==> src/design/daa_pkg.sv <==
// Shared constants and types for the line-side bring-up block
package daa_pkg;
  localparam int CLK_PERIOD_PS = 5000;
  localparam int SETTLE_NS = 1000;
  localparam int SETTLE_CYCLES = (SETTLE_NS * 1000 + CLK_PERIOD_PS - 1) / CLK_PERIOD_PS;
  localparam int BIT_DIV = 16;
  localparam int FRAME_BITS = 40;
  localparam int RATE_BASE_HZ = 7200;
  localparam int RATE_STEP_HZ = 400;
  localparam int CORNER01_NUM = 33;
  localparam int CORNER01_DEN = 80;
  localparam int CORNER3_NUM = 9;
  localparam int CORNER3_DEN = 20;

  // Register indices; byte address is four times the index
  localparam logic [5:0] IDX_INT_MASK = 6'h03;
  localparam logic [5:0] IDX_INT_STATUS = 6'h04;
  localparam logic [5:0] IDX_HOOK = 6'h05;
  localparam logic [5:0] IDX_POWER = 6'h06;
  localparam logic [5:0] IDX_RATE = 6'h07;
  localparam logic [5:0] IDX_CORNER = 6'h08;
  localparam logic [5:0] IDX_LINE_STATUS = 6'h0c;
  localparam logic [5:0] IDX_RX_MON = 6'h14;
  localparam logic [5:0] IDX_TX_MON = 6'h15;

  localparam int INT_DROPOUT_BIT = 3;
  localparam int INT_OVERLOAD_BIT = 2;
  localparam int HOOK_OFF_BIT = 0;
  localparam int HOOK_RING_BIT = 2;
  localparam int POWERDOWN_BIT = 4;
  localparam int READY_BIT = 6;
  localparam int CID_BIT = 5;
  localparam int LOOP_W = 5;
  localparam int RATE_W = 4;

  localparam logic POWERDOWN_RESET = 1'b1;
  localparam logic [3:0] RATE_RESET = 4'h0;
  localparam logic [7:0] MON_RESET = 8'h00;
  localparam logic [7:0] MASK_RESET = 8'h00;
  localparam logic [4:0] LOOP_MAX = 5'h1f;

  // Outbound frame: sample, rx monitor, tx monitor, rate, hook, pad
  localparam int TXF_SAMPLE = 24;
  localparam int TXF_RXMON = 16;
  localparam int TXF_TXMON = 8;
  localparam int TXF_RATE = 4;
  localparam int TXF_HOOK = 3;
  // Inbound frame: sample, loop code, ring, caller id, dropout
  localparam int RXF_SAMPLE = 24;
  localparam int RXF_LOOP = 19;
  localparam int RXF_RING = 18;
  localparam int RXF_CID = 17;
  localparam int RXF_DROP = 16;

  typedef enum logic [1:0] {
    PWR_DOWN = 2'b00,
    PWR_SETTLE = 2'b01,
    PWR_READY = 2'b10
  } power_state_t;
endpackage

==> src/design/link_if.sv <==
// Frame exchange between the register core and the isolation link shifter
`timescale 1ns/1ps
`default_nettype none
interface link_if #(parameter int FRAME_BITS = daa_pkg::FRAME_BITS);
  logic enable;
  logic [FRAME_BITS-1:0] tx_frame;
  logic [FRAME_BITS-1:0] rx_frame;
  logic frame_done;
  modport ctrl(output enable, output tx_frame, input rx_frame, input frame_done);
  modport phy(input enable, input tx_frame, output rx_frame, output frame_done);
endinterface
`default_nettype wire

==> src/design/isolation_link.sv <==
// Serial shifter carrying whole frames across the isolation link
`timescale 1ns/1ps
`default_nettype none
module isolation_link #(
  parameter int BIT_DIV = daa_pkg::BIT_DIV,
  parameter int FRAME_BITS = daa_pkg::FRAME_BITS
) (
  input wire logic clk,
  input wire logic rst,
  link_if.phy lnk,
  input wire logic line_rx,
  output logic line_tx,
  output logic line_sclk,
  output logic line_fsync
);
  if (BIT_DIV < 2 || BIT_DIV > 65535 || FRAME_BITS < 8 || FRAME_BITS > 255) begin : g_chk
    $error("isolation_link: unsupported BIT_DIV or FRAME_BITS");
  end

  logic [15:0] div_reg, div_next;
  logic [7:0] bit_reg, bit_next;
  logic [FRAME_BITS-1:0] shtx_reg, shtx_next, shrx_reg, shrx_next, rxf_reg, rxf_next;
  logic s1_reg, s2_reg, s3_reg, lvl_reg, lvl_next;
  logic tx_reg, tx_next, sclk_reg, sclk_next, fs_reg, fs_next, done_reg, done_next;
  logic bit_en;

  assign bit_en = (div_reg == 16'(BIT_DIV - 1));

  always_comb begin
    div_next = div_reg;
    bit_next = bit_reg;
    shtx_next = shtx_reg;
    shrx_next = shrx_reg;
    rxf_next = rxf_reg;
    tx_next = tx_reg;
    fs_next = fs_reg;
    done_next = 1'b0;
    // Filtered pin level moves only when the last two stages agree
    lvl_next = (s2_reg == s3_reg) ? s3_reg : lvl_reg;
    sclk_next = 1'b0;
    if (lnk.enable) begin
      div_next = bit_en ? 16'h0000 : div_reg + 16'h0001;
      sclk_next = (div_reg >= 16'(BIT_DIV / 2));
      if (bit_en) begin
        if (bit_reg == 8'h00) begin
          tx_next = lnk.tx_frame[FRAME_BITS-1];
          shtx_next = lnk.tx_frame << 1;
        end else begin
          tx_next = shtx_reg[FRAME_BITS-1];
          shtx_next = shtx_reg << 1;
        end
        fs_next = (bit_reg == 8'h00);
        shrx_next = {shrx_reg[FRAME_BITS-2:0], lvl_reg};
        if (bit_reg == 8'(FRAME_BITS - 1)) begin
          bit_next = 8'h00;
          rxf_next = {shrx_reg[FRAME_BITS-2:0], lvl_reg};
          done_next = 1'b1;
        end else begin
          bit_next = bit_reg + 8'h01;
        end
      end
    end else begin
      div_next = 16'h0000;
      bit_next = 8'h00;
      tx_next = 1'b0;
      fs_next = 1'b0;
    end
  end

  always_ff @(posedge clk) begin
    s1_reg <= line_rx;
    s2_reg <= s1_reg;
    s3_reg <= s2_reg;
    if (rst) begin
      div_reg <= 16'h0000;
      bit_reg <= 8'h00;
      shtx_reg <= '0;
      shrx_reg <= '0;
      rxf_reg <= '0;
      lvl_reg <= 1'b0;
      tx_reg <= 1'b0;
      sclk_reg <= 1'b0;
      fs_reg <= 1'b0;
      done_reg <= 1'b0;
    end else begin
      div_reg <= div_next;
      bit_reg <= bit_next;
      shtx_reg <= shtx_next;
      shrx_reg <= shrx_next;
      rxf_reg <= rxf_next;
      lvl_reg <= lvl_next;
      tx_reg <= tx_next;
      sclk_reg <= sclk_next;
      fs_reg <= fs_next;
      done_reg <= done_next;
    end
  end

  assign line_tx = tx_reg;
  assign line_sclk = sclk_reg;
  assign line_fsync = fs_reg;
  assign lnk.rx_frame = rxf_reg;
  assign lnk.frame_done = done_reg;
endmodule
`default_nettype wire

==> src/design/daa_line_side_bringup.sv <==
// Register core, bring-up sequencer and status of the line-side access device
//
// Local design decision: register access over Avalon-MM.
`timescale 1ns/1ps
`default_nettype none
// Notes on behaviour
// (RULE_01) Host first programs four-bit sample rate
// (RULE_02) Host then clears line-side power-down bit
// (RULE_03) Host optionally sets both monitor levels
// (RULE_04) Host waits for link ready before samples
// (RULE_05) Link disabled, power-down set after reset
// (RULE_06) No link traffic unless powered and ready
// (RULE_07) One link carries samples, control, ring, caller ID
// (RULE_08) Loop current field reported while off-hook
// (RULE_09) Host checks dropout when loop reads zero
// (RULE_10) Filter corners scale with sample rate
// (RULE_11) Loop code steps per measured line code
// (RULE_12) Code all ones means excessive current
// (RULE_13) Maximum loop code raises overload flag
// (RULE_14) Link ready read-only, cleared on power-down
module daa_line_side_bringup #(
  parameter int SETTLE_CYCLES = daa_pkg::SETTLE_CYCLES,
  parameter int BIT_DIV = daa_pkg::BIT_DIV
) (
  input wire logic clk,
  input wire logic rst,
  input wire logic [7:0] avs_address,
  input wire logic avs_read,
  input wire logic avs_write,
  input wire logic [31:0] avs_writedata,
  output logic [31:0] avs_readdata,
  output logic avs_waitrequest,
  output logic irq,
  input wire logic [15:0] tx_sample,
  input wire logic tx_valid,
  output logic tx_taken,
  output logic [15:0] rx_sample,
  output logic rx_valid,
  output logic ring_detect,
  output logic line_side_powerdown,
  input wire logic line_rx,
  output logic line_tx,
  output logic line_sclk,
  output logic line_fsync
);
  localparam int FB = daa_pkg::FRAME_BITS;
  if (SETTLE_CYCLES < 1 || SETTLE_CYCLES > 65535) begin : g_chk
    $error("daa_line_side_bringup: SETTLE_CYCLES out of range");
  end

  function automatic logic [15:0] corner_hz(input logic [3:0] code, input int num,
                                            input int den);
    int rate;
    rate = daa_pkg::RATE_BASE_HZ + int'(code) * daa_pkg::RATE_STEP_HZ;
    return 16'((rate * num) / den);
  endfunction

  link_if #(.FRAME_BITS(FB)) lnk ();

  isolation_link #(.BIT_DIV(BIT_DIV), .FRAME_BITS(FB)) u_link (
    .clk(clk),
    .rst(rst),
    .lnk(lnk),
    .line_rx(line_rx),
    .line_tx(line_tx),
    .line_sclk(line_sclk),
    .line_fsync(line_fsync)
  );

  daa_pkg::power_state_t pwr_reg, pwr_next;
  logic [15:0] settle_reg, settle_next;
  logic pd_reg, pd_next, hook_reg, hook_next;
  logic [3:0] rate_reg, rate_next;
  logic [7:0] rxmon_reg, rxmon_next, txmon_reg, txmon_next;
  logic [7:0] mask_reg, mask_next, stat_reg, stat_next;
  logic [4:0] loop_reg, loop_next;
  logic cid_reg, cid_next, ring_reg, ring_next;
  logic [15:0] txh_reg, txh_next, rxs_reg, rxs_next;
  logic taken_reg, taken_next, rxv_reg, rxv_next, irq_reg, irq_next;
  logic wait_reg, wait_next;
  logic [31:0] rdata_reg, rdata_next;
  logic [31:0] rd_mux;
  logic [5:0] idx;
  logic wr_fire, ready, frame_in;
  logic [4:0] rx_loop;

  assign idx = avs_address[7:2];
  assign wr_fire = avs_write && !wait_reg;
  assign ready = (pwr_reg == daa_pkg::PWR_READY);
  assign frame_in = lnk.frame_done && ready;
  assign rx_loop = lnk.rx_frame[daa_pkg::RXF_LOOP +: daa_pkg::LOOP_W];

  // Link only runs once powered up and reported ready
  assign lnk.enable = ready && !pd_reg; // RULE_06
  // Samples, monitor levels, rate and hook share one outbound frame
  assign lnk.tx_frame = {txh_reg, rxmon_reg, txmon_reg, rate_reg, hook_reg, 3'b000}; // RULE_07

  always_comb begin
    rd_mux = 32'h0000_0000;
    unique case (idx)
      daa_pkg::IDX_INT_MASK: rd_mux[7:0] = mask_reg;
      daa_pkg::IDX_INT_STATUS: rd_mux[7:0] = stat_reg;
      daa_pkg::IDX_HOOK: begin
        rd_mux[daa_pkg::HOOK_OFF_BIT] = hook_reg;
        rd_mux[daa_pkg::HOOK_RING_BIT] = ring_reg;
      end
      daa_pkg::IDX_POWER: rd_mux[daa_pkg::POWERDOWN_BIT] = pd_reg;
      daa_pkg::IDX_RATE: rd_mux[3:0] = rate_reg;
      daa_pkg::IDX_CORNER: begin
        rd_mux[31:16] = corner_hz(rate_reg, daa_pkg::CORNER3_NUM, daa_pkg::CORNER3_DEN); // RULE_10
        rd_mux[15:0] = corner_hz(rate_reg, daa_pkg::CORNER01_NUM,
                                 daa_pkg::CORNER01_DEN); // RULE_10
      end
      daa_pkg::IDX_LINE_STATUS: begin
        rd_mux[daa_pkg::READY_BIT] = ready;
        rd_mux[daa_pkg::CID_BIT] = cid_reg;
        rd_mux[4:0] = loop_reg;
      end
      daa_pkg::IDX_RX_MON: rd_mux[7:0] = rxmon_reg;
      daa_pkg::IDX_TX_MON: rd_mux[7:0] = txmon_reg;
      default: rd_mux = 32'h0000_0000;
    endcase
  end

  // Bus slave: one wait cycle, then the request is taken
  always_comb begin
    wait_next = 1'b1;
    rdata_next = rdata_reg;
    if ((avs_read || avs_write) && wait_reg) begin
      wait_next = 1'b0;
      rdata_next = avs_read ? rd_mux : 32'h0000_0000;
    end
  end

  // Control registers and power sequencer
  always_comb begin
    pd_next = pd_reg;
    rate_next = rate_reg;
    rxmon_next = rxmon_reg;
    txmon_next = txmon_reg;
    mask_next = mask_reg;
    hook_next = hook_reg;
    pwr_next = pwr_reg;
    settle_next = settle_reg;
    if (wr_fire) begin
      unique case (idx)
        daa_pkg::IDX_INT_MASK: mask_next = avs_writedata[7:0];
        daa_pkg::IDX_HOOK: hook_next = avs_writedata[daa_pkg::HOOK_OFF_BIT];
        daa_pkg::IDX_POWER: pd_next = avs_writedata[daa_pkg::POWERDOWN_BIT];
        daa_pkg::IDX_RATE: rate_next = avs_writedata[3:0];
        daa_pkg::IDX_RX_MON: rxmon_next = avs_writedata[7:0];
        daa_pkg::IDX_TX_MON: txmon_next = avs_writedata[7:0];
        default: ;
      endcase
    end
    unique case (pwr_reg)
      daa_pkg::PWR_DOWN: begin
        settle_next = 16'h0000;
        if (!pd_reg) pwr_next = daa_pkg::PWR_SETTLE;
      end
      daa_pkg::PWR_SETTLE: begin
        settle_next = settle_reg + 16'h0001;
        if (pd_reg) pwr_next = daa_pkg::PWR_DOWN;
        else if (settle_reg == 16'(SETTLE_CYCLES - 1)) pwr_next = daa_pkg::PWR_READY;
      end
      daa_pkg::PWR_READY: begin
        if (pd_reg) pwr_next = daa_pkg::PWR_DOWN; // RULE_14
      end
      default: pwr_next = daa_pkg::PWR_DOWN;
    endcase
  end

  // Line status, samples and interrupts
  always_comb begin
    loop_next = loop_reg;
    cid_next = cid_reg;
    ring_next = ring_reg;
    rxs_next = rxs_reg;
    rxv_next = 1'b0;
    txh_next = txh_reg;
    taken_next = 1'b0;
    stat_next = stat_reg;
    if (wr_fire && idx == daa_pkg::IDX_INT_STATUS) stat_next = stat_reg & ~avs_writedata[7:0];
    if (!ready) begin
      loop_next = 5'h00;
      cid_next = 1'b0;
      ring_next = 1'b0;
    end else begin
      if (tx_valid && !taken_reg) begin
        txh_next = tx_sample;
        taken_next = 1'b1;
      end
      if (frame_in) begin
        rxs_next = lnk.rx_frame[daa_pkg::RXF_SAMPLE +: 16]; // RULE_07
        rxv_next = 1'b1;
        ring_next = lnk.rx_frame[daa_pkg::RXF_RING]; // RULE_07
        cid_next = lnk.rx_frame[daa_pkg::RXF_CID]; // RULE_07
        loop_next = hook_reg ? rx_loop : 5'h00; // RULE_08 RULE_11
        if (lnk.rx_frame[daa_pkg::RXF_DROP]) stat_next[daa_pkg::INT_DROPOUT_BIT] = 1'b1;
        if (hook_reg && rx_loop == daa_pkg::LOOP_MAX) begin
          stat_next[daa_pkg::INT_OVERLOAD_BIT] = 1'b1; // RULE_12 RULE_13
        end
      end
    end
    if (!hook_reg) loop_next = 5'h00; // RULE_08
    irq_next = |(stat_next & mask_reg);
  end

  always_ff @(posedge clk) begin
    if (rst) begin
      wait_reg <= 1'b1;
      rdata_reg <= 32'h0000_0000;
      pd_reg <= daa_pkg::POWERDOWN_RESET; // RULE_05
      rate_reg <= daa_pkg::RATE_RESET;
      rxmon_reg <= daa_pkg::MON_RESET;
      txmon_reg <= daa_pkg::MON_RESET;
      mask_reg <= daa_pkg::MASK_RESET;
      hook_reg <= 1'b0;
      pwr_reg <= daa_pkg::PWR_DOWN; // RULE_05
      settle_reg <= 16'h0000;
      loop_reg <= 5'h00;
      cid_reg <= 1'b0;
      ring_reg <= 1'b0;
      rxs_reg <= 16'h0000;
      rxv_reg <= 1'b0;
      txh_reg <= 16'h0000;
      taken_reg <= 1'b0;
      stat_reg <= 8'h00;
      irq_reg <= 1'b0;
    end else begin
      wait_reg <= wait_next;
      rdata_reg <= rdata_next;
      pd_reg <= pd_next;
      rate_reg <= rate_next;
      rxmon_reg <= rxmon_next;
      txmon_reg <= txmon_next;
      mask_reg <= mask_next;
      hook_reg <= hook_next;
      pwr_reg <= pwr_next;
      settle_reg <= settle_next;
      loop_reg <= loop_next;
      cid_reg <= cid_next;
      ring_reg <= ring_next;
      rxs_reg <= rxs_next;
      rxv_reg <= rxv_next;
      txh_reg <= txh_next;
      taken_reg <= taken_next;
      stat_reg <= stat_next;
      irq_reg <= irq_next;
    end
  end

  assign avs_waitrequest = wait_reg;
  assign avs_readdata = rdata_reg;
  assign irq = irq_reg;
  assign tx_taken = taken_reg;
  assign rx_sample = rxs_reg;
  assign rx_valid = rxv_reg;
  assign ring_detect = ring_reg;
  assign line_side_powerdown = pd_reg;
endmodule
`default_nettype wire

==> config.mk <==
export PLATFORM = sky130hd
export DESIGN_NAME = daa_line_side_bringup
export DESIGN_NICKNAME = d
export VERILOG_FILES = /design/src/design/daa_pkg.sv /design/src/design/link_if.sv /design/src/design/isolation_link.sv /design/src/design/daa_line_side_bringup.sv
export SDC_FILE = /design/constraint.sdc
export NUM_CORES = 1
export LEC_CHECK = 0
export BUFFER_PORTS_ARGS = -buffer_cell sky130_fd_sc_hd__buf_2
export CAP_MARGIN = 20
export CORE_ASPECT_RATIO = 0.6
export CORE_UTILIZATION = 30
export CTS_BUF_LIST = sky130_fd_sc_hd__clkbuf_4 sky130_fd_sc_hd__clkbuf_8
export DETAILED_ROUTE_END_ITERATION = 16
export GPL_TIMING_DRIVEN = 0
export MAX_ROUTING_LAYER = met4
export PLACE_DENSITY = 0.52
export SETUP_SLACK_MARGIN = 0.4
export SYNTH_ARGS = -nofsm -noshare
export SYNTH_HDL_FRONTEND = slang
export SYNTH_HIERARCHICAL = 1
export SYNTH_SLANG_ARGS = --single-unit
==> constraint.sdc <==
create_clock -name clk -period 30.2 [get_ports clk]
set_input_delay 7.55 -clock clk [delete_from_list [all_inputs] [get_ports clk]]
set_output_delay 7.55 -clock clk [all_outputs]
set_load 0.02 [all_outputs]
Word level (Yosys, flattened, before mapping). Cells that the tools add are included.

$lt $le $gt $ge: 1. Mux-type cells: 27. Bitwise gates (word level): 7. Eq/ne operators: 19. Reduce and logical (&&, ||, !) cells: 31. Multiply operators: 3. Add/subtract/negate cells: 4. Div/mod/pow operators: 2.

Operators by type and width (number): 40-bit two-way mux (1); 16-bit by 1-bit adder with 16-bit output (second input constant) (2); 32-bit by 6-bit divider with 32-bit output (second input constant) (1); 32-bit by 8-bit divider with 32-bit output (second input constant) (1); 32-bit by 5-bit multiplier with 32-bit output (second input constant) (1); 32-bit two-way mux (1); 16-bit case mux with 2 select lines (1); 6-bit by 3-bit == test with 1-bit output (second input constant) (4); 24-bit two-way mux (1); 1-bit case mux with 7 select lines (3); 14-bit by 6-bit multiplier with 20-bit output (second input constant) (1); 2-bit AND reduction (9); 8-bit bitwise AND (2); 16-bit by 4-bit == test with 1-bit output (second input constant) (1); 16-bit by 8-bit == test with 1-bit output (second input constant) (1); 16-bit by 4-bit greater-or-equal comparator with 1-bit output (second input constant) (1); 8-bit two-way mux (2); 1-bit case mux with 8 select lines (2); 13-bit by 13-bit adder with 14-bit output (first input constant) (1); 6-bit by 4-bit == test with 1-bit output (second input constant) (2); 6-bit by 5-bit == test with 1-bit output (second input constant) (2); 2-bit two-way mux (6); 2-bit case mux with 6 select lines (1); 4-bit by 5-bit multiplier with 9-bit output (second input constant) (1); other kinds (24) (46).

Logic and storage cells: 126. Bits of input ports: 62. Bits in registers: 282.

Depth between registers and ports, before layout. Gate-level depths: netlist of the first run.

Word-level depth: 9. Depth in mapped cells: 47. Gate-level depth less buffers: 39.

Cells and area by module. Netlist of the first run, hierarchy kept.

By module, submodules not included: daa_line_side_bringup (cells each 1386, area each 10267.3 µm², seq. area each 2542.4 µm², instances 1); isolation_link (cells each 736, area each 5960.7 µm², seq. area each 3002.9 µm², instances 1).

Worst setup path before layout of the first run. Ideal clock, no wire load.

Path type: register -> register. Start: reg rate_reg[0]. End: reg rdata_reg[16] (netlist: avs_readdata[16]). Path slack: 19.637 ns. Data arrival time: 10.438 ns. Data required time: 30.075 ns. Period minus slack after synthesis: 10.563 ns. Cell stages (with the launch flop): 41. Cells stage by stage: dfxtp_1 -> clkbuf_1 -> inv_1 -> ha_1 -> ha_1 -> ha_1 -> and3_1 -> and2_0 -> a211o_1 -> nand2_1 -> inv_1 -> ha_1 -> ha_1 -> buf_2 -> nand4_1 -> mux2_4 -> a21oi_1 -> o21a_1 -> [... 5 more ...] -> mux2i_1 -> nand3_1 -> a32o_1 -> nor3_1 -> o211a_1 -> mux2_2 -> or3_1 -> buf_2 -> a221o_1 -> or4_1 -> buf_2 -> a21oi_1 -> ha_1 -> nor2_1 -> a211o_1 -> a211oi_1 -> a31oi_1 -> o41a_1.

Longest elaborated chain between the ends: 6.

Ends and longest elaborated chain: start: declaration (RTL line daa_line_side_bringup.sv:73) `logic [3:0] rate_reg, rate_next;`; start signal: assignment (RTL line daa_line_side_bringup.sv:214) `rate_reg <= daa_pkg::RATE_RESET;`; start signal: assignment (RTL line daa_line_side_bringup.sv:234) `rate_reg <= rate_next;`; 4-bit by 5-bit multiplier with 9-bit output (RTL line daa_line_side_bringup.sv:54) `rate = daa_pkg::RATE_BASE_HZ + int'(code) * daa_pkg::RATE_STEP_HZ;`; 13-bit by 13-bit adder with 14-bit output (RTL line daa_line_side_bringup.sv:54); 32-bit by 5-bit multiplier with 32-bit output (RTL line daa_line_side_bringup.sv:55) `return 16'((rate * num) / den);`; 32-bit by 6-bit divider with 32-bit output (RTL line daa_line_side_bringup.sv:55); 24-bit two-way mux (RTL line daa_line_side_bringup.sv:100) `unique case (idx)`; 32-bit two-way mux (RTL line daa_line_side_bringup.sv:131) `rdata_next = avs_read ? rd_mux : 32'h0000_0000;`; end signal: assignment (RTL line daa_line_side_bringup.sv:232) `rdata_reg <= rdata_next;`; end: declaration (RTL line daa_line_side_bringup.sv:81) `logic [31:0] rdata_reg, rdata_next;`.

No other way between the ends. A chain may end at the register's enable or synchronous reset.

Worst setup path after layout of the first run. Ends and elaborated chain as after synthesis.

==> results of run 1 <==
## worst max-delay path, delay by kind of cell, from the launching register on
family                     cells  cell delay, ps
AOI/OAI and AO/OA             14            4330
and+or+nand+nor               12            2900
buffers and inverters          8            2220
adders and majority gates      6            1970
muxes                          3             850
DFF                            1             750
## stage by stage
stage / instance area [um^2] / hold WS [ps] / util [%] / std cells / power (mW)
finish: 18000 / 338 / 35.1 / 2929 / 0.774
global route: 18000 / 354 / 35.1 / 2929 / 0.808
CTS: 17900 / 346 / 35.0 / 2920 / 0.783
detailed placement: 17000 / 327 / 33.1 / 2841 / 0.430
global placement: 17000 / 314 / 33.1 / 2841 / 0.430
floorplan: 15700 / 310 / - / 2061 / 0.407
## power by group
part / internal (mW) / leakage, nW / switching, mW
clock network: 0.195 / 0.512 / 0.154
logic: 0.0277 / 3.87 / 0.0520
registers: 0.345 / 2.10 / 0.000439
## routing by layer
| layer | GRT usage [%] | vias up | share of wire (%) |
|---|---|---|---|
| met5 | - | - | 0 |
| met4 | 4.51 | 0 | 1.7 |
| met3 | 4.33 | 66 | 7.8 |
| met2 | 25.2 | 582 | 38 |
| met1 | 29.4 | 7518 | 52 |
| li1 | - | 7736 | - |
## area by class of cell
type	count	share of cell area, %
multi-input cells	1622	53.7
flip-flops and latches	261	29.1
well taps	693	4.82
inverters	38	0.793
repair buffers	92	2.56
plain buffers	140	3.60
clock buffers	71	4.91
clock inverters	8	0.452
diodes	4	0.0557
## how the worst max path moves through the flow
stage,to,slack [ps],start,cells past startpoint
3_3_place_gp,avs_readdata[16],17420,rate_reg[0],43
3_5_place_dp,avs_readdata[16],17360,rate_reg[0],43
6_report,avs_readdata[16],17020,rate_reg[0],43
5_1_grt,avs_readdata[16],16300,rate_reg[0],43
4_1_cts,avs_readdata[16],17320,rate_reg[0],43
2_1_floorplan,avs_readdata[16],19640,rate_reg[0],40
==> run summary, run 1 <==
Outcome: complete, no violations
Max stage delay cell, worst path: dfxtp_1
Pre-antenna DRT Iters: 6
Cells after synthesis: 2055
Area Overhead vs Synth: 14.8%
Root Buffer: clkbuf_8
Largest net degree at the start of global routing: 13
I/O pins: 119
Via-per-instance ratio: 5.43
Slowest Stage Delay on Critical Path: 750 ps
All-Layer GR Usage: 19.4%
GP Congestion: 0.902
Commonest non-fill, non-tap cell in the layout: nand2_1
Layout cells sized above 1: 12.5%
Hold path start: u_link/s1_reg
Core Footprint: 51200 um^2
TritonCTS Buffers: 45
Req. time, crit path: 30670 ps
Die Wd: 297 um
Worst clock skew: 26.9 ps
Crit Path Category: reg -> reg
Wire per inst: 17.7 um
Place WS: 17360 ps
Setup TNS: 0 ps
Final period util: 43.7%
Worst min-delay path endpoint: u_link/s2_reg
Die area: 53100 um^2
# clock sinks: 261
Post-CTS Hold Fix Bufs: 0
Clk slew on worst S/H paths: 70 ps
Worst R2R Start: rate_reg[0]
Synthesized area: 15700 um^2
Fmax: 75.9 MHz
Reg area: 5230 um^2
Min-delay worst type: reg -> reg
Post-DP HPWL: 38900 um
Worst-margin pin slew: 1140 ps
RSZ-0062 raised after global routing: no
Final WS setup: 17020 ps
Iter 0 DRT Violations: 1418
Max-Cap Viols: 0
Arrival @ worst endpoint: 13650 ps
Relative slew slack: 23.5%
Power Dens Cells: 43.0 nW/um^2
R2R cell count: 43
Number of global-route vias before repair: 14.3k
Cell Rows: 64
Layout fillers: 5491
Reg2reg setup slack: 17020 ps
Fin. Hold Viols: 0
CP Max Fanout: 11
Port buffer count: 87
YS warnings: 6
Critical R2R Capture: avs_readdata[16]
Commonest non-fill, non-tap cells in the layout: nand2_1, dfxtp_1, a21oi_1, nor2_1, buf_2
CP most frequent cell: ha_1
Finish-stage setup viols: 0
# DRC: 0
CTS resizes: 0
Minimum clock period: 13180 ps
Initial Util: 30.5%
Clock latency on the worst-skew pair: 600 ps
CTS tree: yes
Post-CTS setup buffer count: 0
Via Count: 15.9k
Number of H-tree levels: 2
Initial antenna violation count: 5
Worst VDD drop: 22.6 uV
Antenna viol nets, final: 0
CTS Buffer Depth: 3
GRT Residual Overflow: 0
Layout Nets: 2314
Global-route wire length before repair: 80000 um
Final WL: 51800 um
Startpoint Class: register
Leakage: 6.49 nW
Syn Area/Cell: 7.62 um^2
Max Slew Vio Count: 0
Crit. End Element: register
Vert. Die Dim: 179 um
Multi-input logic area: 9660 um^2
Hold path depth: 0
No activity file was read; power rests on OpenSTA's default activity.
==> run 2: changes to the inputs <==
clock period = 12.95 ns   (was 30.2 ns; I/O delays follow)
==> run 2 against run 1 <==
Die area is the same. Cell count up 0.17%. Total power increased by 130%. Clock skew fell by 3.6 ps. Combinational power grew 140%. Maximum frequency is 9.7% higher. First-iteration DRC count up 4.0%. Utilization is 0.30 points higher. Non-clock buffer count up 5. Clock-buffer cell count did not move. Critical path depth grew 2. Highest routed layer unchanged.
==> run summary, run 2 (same netlist as run 1, synthesis figures left out) <==
Layout Nets: 2319 (+0.22%)
Reg2reg setup slack: 940 ps (-16080 ps)
Antenna viol nets, final: 0 (unchanged)
Setup TNS: 0 ps (unchanged)
Final WL: 51900 um (+0.15%)
Via Count: 15.8k (-0.54%)
Req. time, crit path: 13420 ps (-17250 ps)
GRT Residual Overflow: 0 (unchanged)
I/O pins: 119 (unchanged)
Via-per-instance ratio: 5.39 (-0.71%)
Max-Cap Viols: 0 (unchanged)
Post-CTS Hold Fix Bufs: 0 (unchanged)
CP Max Fanout: 11 (unchanged)
Cell Rows: 64 (unchanged)
Crit. End Element: register
Fin. Hold Viols: 0 (unchanged)
Critical R2R Capture: avs_readdata[16]
# DRC: 0 (unchanged)
Worst clock skew: 23.3 ps (-3.58 ps)
CP Launch Point: rate_reg[0]
Outcome: complete, no violations
Final period util: 92.8% (+49 points)
Crit Path Category: reg -> reg
Finished Layout Cells: 2934 (+0.17%)
Worst-margin pin slew: 1170 ps (+26.7 ps)
CTS tree: yes
Dpl cells: 2841 (unchanged)
Initial Util: 30.5% (unchanged)
Post-DP HPWL: 38900 um (unchanged)
Fmax: 83.2 MHz (+9.7%)
Commonest non-fill, non-tap cell in the layout: nand2_1
Layout cells sized above 1: 13.5% (+1.0 points)
Clock latency on the worst-skew pair: 590 ps (about the same)
Crit path to: avs_readdata[16]
Largest net degree at the start of global routing: 13 (unchanged)
Max Slew Vio Count: 0 (unchanged)
# clock sinks: 261 (unchanged)
Layout fillers: 5486 (-0.091%)
Slowest Stage Delay on Critical Path: 490 ps (-260 ps)
CTS Buffer Depth: 3 (unchanged)
Initial antenna violation count: 5 (unchanged)
Vert. Die Dim: 179 um (unchanged)
Die Wd: 297 um (unchanged)
Wire per inst: 17.7 um (about the same)
Clk slew on worst S/H paths: 70 ps (about the same)
Finish-stage setup viols: 0 (unchanged)
Max stage delay cell, worst path: dfxtp_4
TritonCTS Buffers: 45 (unchanged)
Number of H-tree levels: 2 (unchanged)
GP Congestion: 0.902 (unchanged)
Startpoint Class: register
Die area: 53100 um^2 (unchanged)
Relative slew slack: 22.1% (-1.3 points)
Pre-antenna DRT Iters: 6 (unchanged)
Final Util: 35.4% (+0.30 points)
Power Dens Cells: 99.7 nW/um^2 (+130%)
Min-delay worst type: reg -> reg
Core Footprint: 51200 um^2 (unchanged)
Iter 0 DRT Violations: 1475 (+4.0%)
R2R cell count: 45 (+4.7%)
Number of global-route vias before repair: 14.3k (unchanged)
Commonest non-fill, non-tap cells in the layout: nand2_1, dfxtp_1, a21oi_1, nor2_1, buf_2
Worst R2R Start: rate_reg[0]
Arrival @ worst endpoint: 12480 ps (-1170 ps)
RSZ-0062 raised after global routing: no
Worst VDD drop: 52.6 uV (+130%)
Root Buffer: clkbuf_8
Minimum clock period: 12010 ps (-1170 ps)
CP most frequent cell: ha_1
Area Overhead vs Synth: 15.8%
All-Layer GR Usage: 19.4% (unchanged)
Port buffer count: 87 (unchanged)
Leakage: 6.56 nW (+1.1%)
Global-route wire length before repair: 80000 um (unchanged)
## run 2: how the worst min path moves through the flow
| stage | startpoint | endpoint | slack [ps] | cells after the start |
|---|---|---|---|---|
| after floorplan | u_link/s1_reg | u_link/s2_reg | 310 | 0 |
| after global placement | u_link/s1_reg | u_link/s2_reg | 310 | 0 |
| after detailed placement | u_link/s1_reg | u_link/s2_reg | 330 | 0 |
| after CTS | u_link/s1_reg | u_link/s2_reg | 350 | 0 |
| after global routing | u_link/s1_reg | u_link/s2_reg | 350 | 0 |
| final | u_link/s1_reg | u_link/s2_reg | 340 | 0 |
## run 2: per-layer routing
| metal | vias to the layer above | global-route usage, % | wire (um) | share of wire (%) |
|---|---|---|---|---|
| li1 | 7752 | - | - | - |
| met1 | 7494 | 29.4 | 27100 | 52 |
| met2 | 512 | 25.2 | 20100 | 39 |
| met4 | 0 | 4.51 | 786 | 1.5 |
| met5 | - | - | 0 | 0 |
| met3 | 58 | 4.33 | 3850 | 7.4 |
## run 2: area by class of cell
type | count | area, um^2 | area share, %
Sequential cell | 261 | 5230 | 28.8
Timing Repair Buffer | 97 | 510 | 2.82
Multi-Input combinational cell | 1622 | 9760 | 53.8
Clock buffer | 71 | 883 | 4.87
Antenna cell | 4 | 10.0 | 0.0552
Inverter | 38 | 143 | 0.787
Buffer | 140 | 651 | 3.59
Tap cell | 693 | 867 | 4.78
Clock inverter | 8 | 81.3 | 0.449
## run 2: critical path: cells and delay by family, from the launching register on
| family | cells | cell delay, ps |
|---|---|---|
| compound gates | 15 | 4260 |
| fa+ha+maj | 7 | 2300 |
| buf+inv | 10 | 2030 |
| flops | 1 | 490 |
| mux | 2 | 640 |
| simple gates | 11 | 2160 |
## run 2: per-stage QoR
step / setup WS (ps) / instance area, um^2 / power (mW) / hold WS [ps]
floorplan: 2390 / 15700 / 0.950 / 310
global placement: 166 / 17000 / 1.00 / 314
detailed placement: 113 / 17000 / 1.00 / 327
CTS: 487 / 17900 / 1.83 / 346
global route: 420 / 18100 / 1.89 / 354
finish: 937 / 18100 / 1.81 / 338
## run 2: where the power goes
group	internal [mW]	switching, mW	total, mW
sequential	0.804	0.00102	0.805
combinational	0.0657	0.122	0.188
clock	0.454	0.361	0.815
total	1.32	0.484	1.81
## run 2: repair_timing
item	in CTS	in global routing
gates cloned	0	0
buffers inserted	0	5
hold endpoints to repair	0	0
gates resized for setup	3	21
endpoints found under the setup margin	1	4
pin swaps	0	4
